**config.mk**
```make
export PLATFORM = sky130hd
export DESIGN_NAME = ilm_core
export DESIGN_NICKNAME = d
export VERILOG_FILES = /design/src/verilog/ilm_pkg.sv /design/src/verilog/ilm_core.sv /design/src/verilog/ilm_prio.sv
export SDC_FILE = /design/constraint.sdc
export NUM_CORES = 1
export LEC_CHECK = 0
export CAP_MARGIN = 25
export CORE_ASPECT_RATIO = 2
export CORE_MARGIN = 4
export CORE_UTILIZATION = 35
export CTS_BUF_LIST = sky130_fd_sc_hd__clkbuf_4 sky130_fd_sc_hd__clkbuf_8 sky130_fd_sc_hd__clkbuf_16
export CTS_CLUSTER_DIAMETER = 60
export DETAILED_ROUTE_END_ITERATION = 7
export DONT_BUFFER_PORTS = 1
export GPL_ROUTABILITY_DRIVEN = 0
export SYNTH_ARGS = -nofsm -noshare
export SYNTH_HDL_FRONTEND = slang
export SYNTH_SLANG_ARGS = --single-unit
```
**constraint.sdc**
```tcl
create_clock -name clk -period 13.55 [get_ports clk]
set_input_delay 1.355 -clock clk [delete_from_list [all_inputs] [get_ports clk]]
set_output_delay 1.355 -clock clk [all_outputs]
set_load 0.01 [all_outputs]
```
**src/verilog/ilm_pkg.sv**
```systemverilog
/*
 ilm_pkg: constants for the interrupt level masking block.
 assumes: used as ilm_pkg::name, nothing imported.
*/
`default_nettype none
package ilm_pkg;
    // source and level geometry
    localparam int          NUM_SRC_DEF   = 8;
    localparam int          LVL_W         = 3;
    localparam logic [2:0]  LVL_NMI       = 3'h7;
    localparam logic [2:0]  LVL_WAKE_MAX  = 3'h6;
    localparam logic [2:0]  LVL_NONE      = 3'h0;
    // register byte addresses
    localparam logic [7:0]  ADDR_SRC_MASK = 8'h00;
    localparam logic [7:0]  ADDR_CPU_LVL  = 8'h04;
    localparam logic [7:0]  ADDR_WAKE     = 8'h08;
    localparam logic [7:0]  ADDR_STATUS   = 8'h0C;
    localparam logic [7:0]  ADDR_PEND     = 8'h10;
    localparam logic [7:0]  ADDR_LVL_BASE = 8'h20;
    // wake control field: bits 6:4
    localparam int          WAKE_LSB      = 4;
    localparam int          WAKE_MSB      = 6;
    // reset values
    localparam logic [31:0] SRC_MASK_RST  = 32'hFFFFFFFF;
    localparam logic [2:0]  CPU_LVL_RST   = 3'h7;
    localparam logic [2:0]  SRC_LVL_RST   = 3'h0;
    localparam logic [2:0]  WAKE_RST      = 3'h0;
    // spurious vector value on ack
    localparam logic [7:0]  SPURIOUS_ID   = 8'hFF;
endpackage : ilm_pkg
`default_nettype wire

```
**src/verilog/ilm_core.sv**
```systemverilog
/*
 ilm_core: interrupt level masking, acknowledge and wakeup masking.
 assumes: APB slave on clk; source requests from pins (synchronised here);
 low_power and cpu_ack come from core logic on the same clock; cpu level mask is an APB register.
*/
`timescale 1ns/1ns
`default_nettype none
module ilm_core #(
    parameter int NUM_SRC = ilm_pkg::NUM_SRC_DEF
) (
    // clock and reset
    input  wire logic               clk,
    input  wire logic               rst_n,
    // apb slave
    input  wire logic               psel,
    input  wire logic               penable,
    input  wire logic               pwrite,
    input  wire logic [7:0]         paddr,
    input  wire logic [31:0]        pwdata,
    output logic [31:0]             prdata,
    output logic                    pready,
    output logic                    pslverr,
    // request sources (async) and module masks
    input  wire logic [NUM_SRC-1:0] src_req,
    input  wire logic [NUM_SRC-1:0] module_mask,
    // processor side
    input  wire logic               low_power,
    input  wire logic               cpu_ack,
    output logic [2:0]              irq_level,
    output logic [7:0]              ack_id,
    output logic                    ack_valid,
    output logic                    spurious,
    output logic                    wakeup
);
    // elaboration check: NUM_SRC kept to 1..24, well inside what ack ids and the level window hold
    generate
        if (NUM_SRC < 1 || NUM_SRC > 24)
        begin : g_bad_num_src
            $error("ilm_core: NUM_SRC must be 1..24");
        end
    endgenerate

    // register state
    logic [NUM_SRC-1:0]   controller_source_mask_r;
    logic [2:0]           cpu_level_mask_r;
    logic [2:0]           low_power_wake_control_r;
    logic [NUM_SRC*3-1:0] source_level_control_r;
    logic [NUM_SRC-1:0]   sync1_r;
    logic [NUM_SRC-1:0]   sync2_r;
    logic [NUM_SRC-1:0]   prev_r;
    logic [NUM_SRC-1:0]   nmi_pend_r;
    logic [2:0]           irq_level_r;
    logic [7:0]           ack_id_r;
    logic                 ack_valid_r;
    logic                 spurious_r;
    logic                 wakeup_r;
    logic [31:0]          prdata_r;

    // bus decode
    wire                  wr_en      = psel && penable && pwrite;
    // read data is loaded at the setup edge so it stands at the access edge
    wire                  rd_setup   = psel && !penable && !pwrite;
    wire                  hit_mask   = (paddr == ilm_pkg::ADDR_SRC_MASK);
    wire                  hit_cpu    = (paddr == ilm_pkg::ADDR_CPU_LVL);
    wire                  hit_wake   = (paddr == ilm_pkg::ADDR_WAKE);
    wire                  hit_stat   = (paddr == ilm_pkg::ADDR_STATUS);
    wire                  hit_pend   = (paddr == ilm_pkg::ADDR_PEND);
    wire [7:0]            lvl_off    = paddr - ilm_pkg::ADDR_LVL_BASE;
    wire                  hit_lvl    = (paddr >= ilm_pkg::ADDR_LVL_BASE)
                                       && (lvl_off[1:0] == 2'h0)
                                       && (lvl_off[7:2] < 6'(NUM_SRC));
    wire                  hit_any    = hit_mask | hit_cpu | hit_wake | hit_stat
                                       | hit_pend | hit_lvl;
    wire [5:0]            lvl_idx    = lvl_off[7:2];
    // per-register write strobes, all taken at the access edge
    wire                  wr_mask    = wr_en && hit_mask;
    wire                  wr_cpu     = wr_en && hit_cpu;
    wire                  wr_wake    = wr_en && hit_wake;
    wire                  wr_lvl     = wr_en && hit_lvl;

    // per-source qualification
    logic [NUM_SRC-1:0]   is_nmi;
    logic [NUM_SRC-1:0]   pend;
    logic [NUM_SRC-1:0]   qual;
    logic [NUM_SRC-1:0]   nmi_edge;
    logic [NUM_SRC-1:0]   nmi_take;
    genvar g;
    generate
        for (g = 0; g < NUM_SRC; g++)
        begin : g_src
            wire [2:0] lv = source_level_control_r[g*3 +: 3];
            wire       en = !controller_source_mask_r[g] && !module_mask[g];
            assign is_nmi[g]   = (lv == ilm_pkg::LVL_NMI);
            // level 7 edge-sensitive
            assign nmi_edge[g] = is_nmi[g] && sync2_r[g] && !prev_r[g];
            // level 0 is the disabled reset state
            assign pend[g]     = en && (lv != ilm_pkg::LVL_NONE)
                                 && (is_nmi[g] ? nmi_pend_r[g] : sync2_r[g]);
            // blocked at or below the cpu mask, except level 7
            assign qual[g]     = pend[g] && (is_nmi[g] || (lv > cpu_level_mask_r));
        end
    endgenerate

    // highest qualified level and its source
    logic       win_any;
    logic [2:0] win_lvl;
    logic [7:0] win_id;
    ilm_prio #(
        .NUM_SRC (NUM_SRC)
    ) u_prio (
        .req     (qual),
        .lvl     (source_level_control_r),
        .any     (win_any),
        .win_lvl (win_lvl),
        .win_id  (win_id)
    );

    // the ack consumes a level 7 edge only for the winning source
    generate
        for (g = 0; g < NUM_SRC; g++)
        begin : g_take
            assign nmi_take[g] = cpu_ack && win_any && (win_id == 8'(g)) && is_nmi[g];
        end
    endgenerate

    // next level 7 latch state; a new edge wins over the ack clear
    wire [NUM_SRC-1:0] nmi_pend_nxt = (nmi_pend_r & ~nmi_take) | nmi_edge;

    // wake level clamp into 0-6
    wire [2:0] wake_lvl = (low_power_wake_control_r > ilm_pkg::LVL_WAKE_MAX)
                          ? ilm_pkg::LVL_WAKE_MAX : low_power_wake_control_r;
    wire       wake_hit = win_any && (win_lvl > wake_lvl);

    // ack id: winner, or the spurious id when nothing qualifies
    wire [7:0] ack_id_nxt = !cpu_ack ? ack_id_r
                            : (win_any ? win_id : ilm_pkg::SPURIOUS_ID);

    // read mux
    logic [31:0] rd_val;
    always_comb
    begin
        // unmapped addresses and unused bits read as zero
        rd_val = 32'h00000000;
        if (hit_mask)
            rd_val[NUM_SRC-1:0] = controller_source_mask_r;
        else if (hit_cpu)
            rd_val[2:0] = cpu_level_mask_r;
        else if (hit_wake)
            rd_val[ilm_pkg::WAKE_MSB:ilm_pkg::WAKE_LSB] = low_power_wake_control_r;
        else if (hit_stat)
            rd_val[11:0] = {win_any, win_id, win_lvl};
        else if (hit_pend)
            rd_val[NUM_SRC-1:0] = pend;
        else if (hit_lvl)
            rd_val[2:0] = source_level_control_r[lvl_idx*3 +: 3];
    end

    // apb answers in the access cycle, unmapped is an error
    // no wait states: read data was already loaded in the setup cycle
    assign pready  = 1'b1;
    assign pslverr = psel && penable && !hit_any;
    assign prdata  = prdata_r;

    // two-flop synchroniser on the request pins
    always_ff @(posedge clk or negedge rst_n)
    begin
        if (!rst_n)
        begin
            sync1_r <= '0;
            sync2_r <= '0;
        end
        else
        begin
            sync1_r <= src_req;
            sync2_r <= sync1_r;
        end
    end

    // edge history; resets low like an idle pin, so no false edge
    always_ff @(posedge clk or negedge rst_n)
    begin
        if (!rst_n)
            prev_r <= '0;
        else
            prev_r <= sync2_r;
    end

    // level 7 latch
    always_ff @(posedge clk or negedge rst_n)
    begin
        if (!rst_n)
            nmi_pend_r <= '0;
        else
            nmi_pend_r <= nmi_pend_nxt;
    end

    // source mask: every source masked out of reset
    always_ff @(posedge clk or negedge rst_n)
    begin
        if (!rst_n)
            controller_source_mask_r <= ilm_pkg::SRC_MASK_RST[NUM_SRC-1:0];
        else if (wr_mask)
            controller_source_mask_r <= pwdata[NUM_SRC-1:0];
    end

    // cpu level mask; software raises it before masking a source
    always_ff @(posedge clk or negedge rst_n)
    begin
        if (!rst_n)
            cpu_level_mask_r <= ilm_pkg::CPU_LVL_RST;
        else if (wr_cpu)
            cpu_level_mask_r <= pwdata[2:0];
    end

    // wake level kept raw; the clamp sits in front of the compare
    always_ff @(posedge clk or negedge rst_n)
    begin
        if (!rst_n)
            low_power_wake_control_r <= ilm_pkg::WAKE_RST;
        else if (wr_wake)
            low_power_wake_control_r <= pwdata[ilm_pkg::WAKE_MSB:ilm_pkg::WAKE_LSB];
    end

    // per-source levels, disabled out of reset
    always_ff @(posedge clk or negedge rst_n)
    begin
        if (!rst_n)
            source_level_control_r <= {NUM_SRC{ilm_pkg::SRC_LVL_RST}};
        else if (wr_lvl)
            source_level_control_r[lvl_idx*3 +: 3] <= pwdata[2:0];
    end

    // read data capture
    always_ff @(posedge clk or negedge rst_n)
    begin
        if (!rst_n)
            prdata_r <= 32'h00000000;
        else if (rd_setup)
            prdata_r <= rd_val;
    end

    // presented level, zero when nothing qualifies
    always_ff @(posedge clk or negedge rst_n)
    begin
        if (!rst_n)
            irq_level_r <= 3'h0;
        else
            irq_level_r <= win_any ? win_lvl : 3'h0;
    end

    // answer pulse one cycle after the ack
    always_ff @(posedge clk or negedge rst_n)
    begin
        if (!rst_n)
            ack_valid_r <= 1'b0;
        else
            ack_valid_r <= cpu_ack;
    end

    // ack with no qualified requester is spurious
    always_ff @(posedge clk or negedge rst_n)
    begin
        if (!rst_n)
            spurious_r <= 1'b0;
        else
            spurious_r <= cpu_ack && !win_any;
    end

    // source of the last ack, held until the next one
    always_ff @(posedge clk or negedge rst_n)
    begin
        if (!rst_n)
            ack_id_r <= 8'h00;
        else
            ack_id_r <= ack_id_nxt;
    end

    // wake only in low-power mode, against the clamped level
    always_ff @(posedge clk or negedge rst_n)
    begin
        if (!rst_n)
            wakeup_r <= 1'b0;
        else
            wakeup_r <= low_power && wake_hit;
    end

    assign irq_level = irq_level_r;
    assign ack_id    = ack_id_r;
    assign ack_valid = ack_valid_r;
    assign spurious  = spurious_r;
    assign wakeup    = wakeup_r;
endmodule : ilm_core
`default_nettype wire

```
**src/verilog/ilm_prio.sv**
```systemverilog
/*
 ilm_prio: picks highest level among qualified requests, lowest index on ties.
 assumes: inputs same clock, purely combinational.
*/
`timescale 1ns/1ns
`default_nettype none
module ilm_prio #(
    parameter int NUM_SRC = 8
) (
    // per-source qualified request and level
    input  wire logic [NUM_SRC-1:0]   req,
    input  wire logic [NUM_SRC*3-1:0] lvl,
    // winner
    output logic                      any,
    output logic [2:0]                win_lvl,
    output logic [7:0]                win_id
);
    // linear scan; fine for a few dozen sources
    always_comb
    begin
        any     = 1'b0;
        win_lvl = 3'h0;
        win_id  = 8'h00;
        for (int i = 0; i < NUM_SRC; i++)
        begin
            if (req[i] && (lvl[i*3 +: 3] > win_lvl))
            begin
                any     = 1'b1;
                win_lvl = lvl[i*3 +: 3];
                win_id  = 8'(i);
            end
        end
    end
endmodule : ilm_prio
`default_nettype wire
```
[After elaboration in Yosys (flattened, before gate mapping)]
Cells that the tools add are included.
Cells by class
  bitwise gates (word level): 8
  equal/unequal tests: 19
  add/subtract/negate cells: 2
  order comparisons: 20
  reductions and logical operators: 134
  muxes and demuxes: 47
  multiply operators: 1
  shift operators: 3
Operator list (count)
  $logic_and 1x1->1: 87
  $mux 3: 18
  $gt 3x3->1: 16
  $eq 8x3->1 const B: 5
  $neg 8->34: 1
  $shift 3x34->24 const A: 1
  $shiftx 3x34->24: 1
  $logic_not 1->1: 28
  $bwmux 24: 1
  $eq 3x3->1 const B: 8
  $mux 8: 3
  $reduce_bool 3->1: 8
  $shiftx 24x9->3: 1
  $mux 1: 17
  $eq 8x2->1 const B: 2
  $eq 8x4->1 const B: 2
  $logic_not 8->1: 2
  $mux 4: 3
  $mux 5: 2
  $mux 9: 1
  $and 8x8->8: 1
  $eq 8x1->1 const B: 1
  $eq 8x5->1 const B: 1
  $ge 8x6->1 const B: 1
  11 further kinds: 23
Storage, ports and cells
  bits in registers: 96
  input bits: 63
  output and inout bits: 48

[Longest topological paths before layout]
  depth in word-level cells: 34
  depth in mapped cells: 60

[Hierarchy]
A second synthesis with hierarchy kept.
Second synthesis, totals
  cells, all modules: 681
  area, all modules: 6423.7 µm²
By module, submodules not included
  ilm_core: instances 1, cells each 545, area an instance 5466.5 µm²
  ilm_prio: instances 1, cells each 136, area an instance 957.2 µm²

[Worst setup path after synthesis]
Ideal clock, no wire load.
  kind: in2reg
  start: in module_mask[0]
  end: reg wakeup_r, in the netlist wakeup
  data arrival time: 11.259 ns
  setup time: 0.134 ns
  cell stages on the path: 51
  path slack: 2.156 ns
  path buffers: 1
  required time: 13.416 ns
  cells stage by stage: a211o_1 -> or3b_1 -> ha_1 -> nor2b_1 -> o21ai_0 -> a211o_4 -> nor2_8 -> mux2_2 -> ha_1 -> nor2_1 -> o221a_2 -> o21ai_1 -> mux2_2 -> ha_1 -> nor2_1 -> nand2_1 -> o41ai_2 -> o21ba_1 -> [... 15 more ...] -> a21o_1 -> a21oi_1 -> a311oi_1 -> o21ai_1 -> inv_1 -> or3_1 -> and2_1 -> ha_1 -> a21o_1 -> a21oi_1 -> a311oi_1 -> o21ai_1 -> nor2_1 -> a31oi_1 -> ha_1 -> a21o_1 -> a21oi_1 -> nor3_1
On the way
  word-level cells in the longest chain between the ends: 31
RTL lines
  start, declared: line ilm_core.sv:25  | input wire logic [NUM_SRC-1:0] module_mask,
  $logic_not 1->1 (*): line ilm_core.sv:92  | wire en = !controller_source_mask_r[g] && !module_mask[g];
  $logic_and 1x1->1 (*): line ilm_core.sv:92
  $logic_and 1x1->1 (*): line ilm_core.sv:97  | assign pend[g] = en && (lv != ilm_pkg::LVL_NONE)
  $logic_and 1x1->1 (*): line ilm_core.sv:98  | && (is_nmi[g] ? nmi_pend_r[g] : sync2_r[g]);
  $logic_and 1x1->1 (*): line ilm_core.sv:100  | assign qual[g] = pend[g] && (is_nmi[g] || (lv > cpu_level_mask_r));
  $logic_and 1x1->1 (*): line ilm_prio.sv:26  | if (req[i] && (lvl[i*3 +: 3] > win_lvl))
  $mux 3: line ilm_prio.sv:26
  $gt 3x3->1: line ilm_prio.sv:26
  [... 15 more ...]
  $logic_and 1x1->1: line ilm_prio.sv:26
  $mux 3: line ilm_prio.sv:26
  $gt 3x3->1: line ilm_prio.sv:26
  $logic_and 1x1->1: line ilm_prio.sv:26
  $mux 3: line ilm_prio.sv:26
  $gt 3x3->1: line ilm_core.sv:132  | wire wake_hit = win_any && (win_lvl > wake_lvl);
  $logic_and 1x1->1 (*): line ilm_core.sv:132
  $logic_and 1x1->1 (*): line ilm_core.sv:284  | wakeup_r <= low_power && wake_hit;
  end signal, assigned: line ilm_core.sv:284
  end, declared: line ilm_core.sv:56  | logic wakeup_r;
Every way passes the cells marked *; elsewhere a longest branch is shown, timed or not.
A chain may end at the register's enable or synchronous reset.

[Worst setup path after layout]
  start: reg cpu_level_mask_r[2]
  end: reg nmi_pend_r[1]
On the way
  word-level cells in the longest chain between the ends: 32
RTL lines
  start, declared: line ilm_core.sv:45  | logic [2:0] cpu_level_mask_r;
  start signal, assigned: line ilm_core.sv:210  | cpu_level_mask_r <= ilm_pkg::CPU_LVL_RST;
  start signal, assigned: line ilm_core.sv:212  | cpu_level_mask_r <= pwdata[2:0];
  $gt 3x3->1: line ilm_core.sv:100
  $logic_or 1x1->1: line ilm_core.sv:100
  $logic_and 1x1->1: line ilm_core.sv:100
  $logic_and 1x1->1: line ilm_prio.sv:26
  $mux 3: line ilm_prio.sv:26
  $gt 3x3->1: line ilm_prio.sv:26
  $logic_and 1x1->1: line ilm_prio.sv:26
  $mux 3: line ilm_prio.sv:26
  [... 16 more ...]
  $logic_and 1x1->1: line ilm_prio.sv:26
  $mux 3 or $mux 1 (tied branches): line ilm_prio.sv:26
  $eq 8x1->1 or $logic_and 1x1->1 (tied branches): line ilm_core.sv:122  | assign nmi_take[g] = cpu_ack && win_any && (win_id == 8'(g)) && is_nmi[g];
  $logic_and 1x1->1 (*) (2 in series): line ilm_core.sv:122
  $not 8->8 (*): line ilm_core.sv:127  | wire [NUM_SRC-1:0] nmi_pend_nxt = (nmi_pend_r & ~nmi_take) | nmi_edge;
  $and 8x8->8 (*): line ilm_core.sv:127
  $or 8x8->8 (*): line ilm_core.sv:127
  via nmi_pend_nxt[1]: line ilm_core.sv:127
  end signal, assigned: line ilm_core.sv:194  | nmi_pend_r <= nmi_pend_nxt;
  end, declared: line ilm_core.sv:51  | logic [NUM_SRC-1:0] nmi_pend_r;
The timed path passes the listed nets; every way through them passes the cells marked *.

==> metrics.txt <==
leakage power=2.88 nW; Tot GR Track Use=20.3%; Die W=102 µm; share of cells above drive strength 1=13.5%; drt initial violations=316; io pins=111; register bit total from synthesis=89; DR WL met2=10700 µm; Reg-to-Reg Start=cpu_level_mask_r[2]; area of the die=20100 µm²; YS warnings=0; CP startpoint kind=flop; met3 wire len=963 µm; CP Launch Point=cpu_level_mask_r[2]; highest metal used=met4; top post-synthesis cells by count=dfrtp_1, nand2_1, o21ai_0; die height=196 µm; nets=788; synthesized instance count=680; top_reg_cell synth=dfrtp_1; num rows=68; unrepaired setup endpoints after global routing=true; CP Capture Type=flop; CTS Buf Count=9; slowest stage cell on the critical path=o41ai_1; most used cell, CP=ha_1; Routed Wire Length=19800 µm; Remaining Overflow, GRT=0; sequential area share after synthesis=36.0%; synth top area cells=dfrtp_1, ha_1, dfstp_2, o21ai_0, mux2_2; crit path time final=12.87 ns; Clock Sink Count=89; final max-slew violation count=0; CORE AREA=17400 µm²; final-report hold violation count=0; CTS tree=done; fin crit share=95.0%; Clock Latency Late Sink=0.36 ns; number of synthesized flops with an enable pin=0; Initial Util=35.8%; worst rel slew slack=38.4%; Max stage delay on crit path=0.57 ns; PortBufs=0; clk buf depth=2; top-count cell post-synth=dfrtp_1; CP Data Arrival Time=13.10 ns; Syn Area/Cell=9.14 µm²; Yosys top cell area share=31.4%; peak supply drop=0.0519 mV; synthesized cell area=6220 µm²; worst-margin pin slew=0.916 ns; H-tree depth=3; hpwl dp=15600 µm; Residual DRC=0; Hold WC Path Type=flop to flop; Post-Layout Cell Count=894; drt pass-1 iters=5; Setup CP Type=flop to flop; hold_sp=sync1_r[1]; fin area=6650 µm²; number of global-route vias before repair=5357; Area growth syn-to-layout=6.92%; first-pass GRT wire length=30200 µm; placed insts=878; worst-case clock skew=0.0104 ns; P per Cell Area=114 nW/µm²; post-synth top area cell=dfrtp_1; run status=completed; number of max-cap violations=0; routed len/inst=22.2 µm; largest net degree at the start of global routing=90; Async SR Flop Fraction=100%; Antenna diodes=0; CP Data Required Time=13.78 ns; routed vias=5269; Power Total=0.756 mW; postcts setup bufs=0; ANT nets after route=0; CTS Root Cell=clkbuf_16; Worst-path clk slew=0.07 ns; hold_buf cts=0; initial antenna violation count=0; count of different cell masters after synthesis=84; Cell Area, Placed=6350 µm²; Final Setup Violations=0; Metal-1 WL=6360 µm; crit-path max FO=12; Vias/cell=5.89; Fmax achieved=77.7 MHz
## report_power, final
group / switching (mW) / leakage [nW] / internal, mW / total (mW)
combinational: 0.120 / 1.74 / 0.0749 / 0.195
clock: 0.122 / 0.140 / 0.128 / 0.251
sequential: 0.0231 / 1.00 / 0.287 / 0.310
## final cells by class
class / count / area, µm²
tap: 210 / 263
fill: 1789 / 10700
timing repair buffer: 8 / 60.1
clock buffer: 9 / 225
sequential: 89 / 2240
clock inverter: 7 / 61.3
multi-input combinational: 525 / 3620
inverter: 46 / 173
## routing by layer
layer / global-route usage (%) / vias to the layer above
li1: - / 2451
met1: 18.3 / 2531
met2: 36.8 / 202
met3: 3.68 / 85
met4: 18.3 / 0
met5: 0 / -
## flip-flops by register name, indices dropped and copies added (netlist names)
signal and flops:
prev_r 8, ack_valid 1, nmi_pend_r 8, sync2_r 8, controller_source_mask_r 8, spurious 1
cpu_level_mask_r 3, low_power_wake_control_r 3, prdata 9, sync1_r 8, wakeup 1, irq_level 3
source_level_control_r 24, ack_id 4
## what timing repair did
action / CTS / global route
setup endpoints to repair: 0 / 4
resized for setup: 0 / 2
hold endpoints to repair: 0 / 0
## cell usage in the layout, fill, tap and decap left out, types with 6 or more instances in the layout
| cell type | n |
|---|---|
| mux2_2 | 22 |
| a21oi_1 | 35 |
| nor2_1 | 48 |
| dfstp_2 | 11 |
| mux4_2 | 6 |
| nand2_1 | 55 |
| dfrtp_1 | 78 |
| or2_2 | 6 |
| o21ai_0 | 54 |
| o21a_1 | 6 |
| clkbuf_16 | 9 |
| nor3_1 | 13 |
| a31oi_1 | 11 |
| and3_1 | 16 |
| conb_1 | 24 |
| a21o_1 | 7 |
| buf_4 | 8 |
| ha_1 | 46 |
| and2_1 | 10 |
| nand4_1 | 6 |
| nand3_1 | 34 |
| inv_1 | 46 |
| o21ai_1 | 9 |
## metrics by stage
stage	TNS, ns	util, %	worst slack [ns]	hold slack (ns)
finish	0	38.3	0.676	0.350
global route	-0.0270	38.3	-0.0223	0.356
CTS	0	38.2	0.686	0.351
detailed placement	0	36.6	0.724	0.335
global placement	0	36.6	0.844	0.332
floorplan	0	-	2.16	0.331
## kinds of logic (layout without fill, tap and decap cells)
group | Yosys count | count (layout) | share of synthesized area (%)
AND/OR/NAND/NOR | 225 | 225 | 18.2
AO/OA/AOI/OAI | 194 | 194 | 21.9
flip-flops | 89 | 89 | 36.0
buffers and inverters | 88 | 70 | 7.16
adder cells (fa/ha/maj) | 46 | 46 | 9.26
multiplexers | 32 | 32 | 6.80
XOR/XNOR | 4 | 4 | 0.564
other | 2 | 24 | 0.121
## critical path, delay by kind of cell, from the launching register on
family,cells,cell delay (ns)
AND/OR/NAND/NOR,15,3.08
multiplexers,3,0.90
adder cells (fa/ha/maj),8,2.26
buffers and inverters,5,0.58
flip-flops,1,0.54
AO/OA/AOI/OAI,23,5.35
## final timing paths
kind | endpoint | slack (ns) | cells after the start
setup / recovery | nmi_pend_r[1] | 0.68 | 54
hold / removal | sync2_r[1] | 0.35 | 0
setup reg to reg | nmi_pend_r[1] | 0.68 | 54
hold reg to reg | sync2_r[1] | 0.35 | 0
max in group asynchronous | controller_source_mask_r[1] | 12.59 | 0
min in group asynchronous | sync1_r[3] | 0.69 | 0
Note: power is estimated with default switching activity, not from simulation.
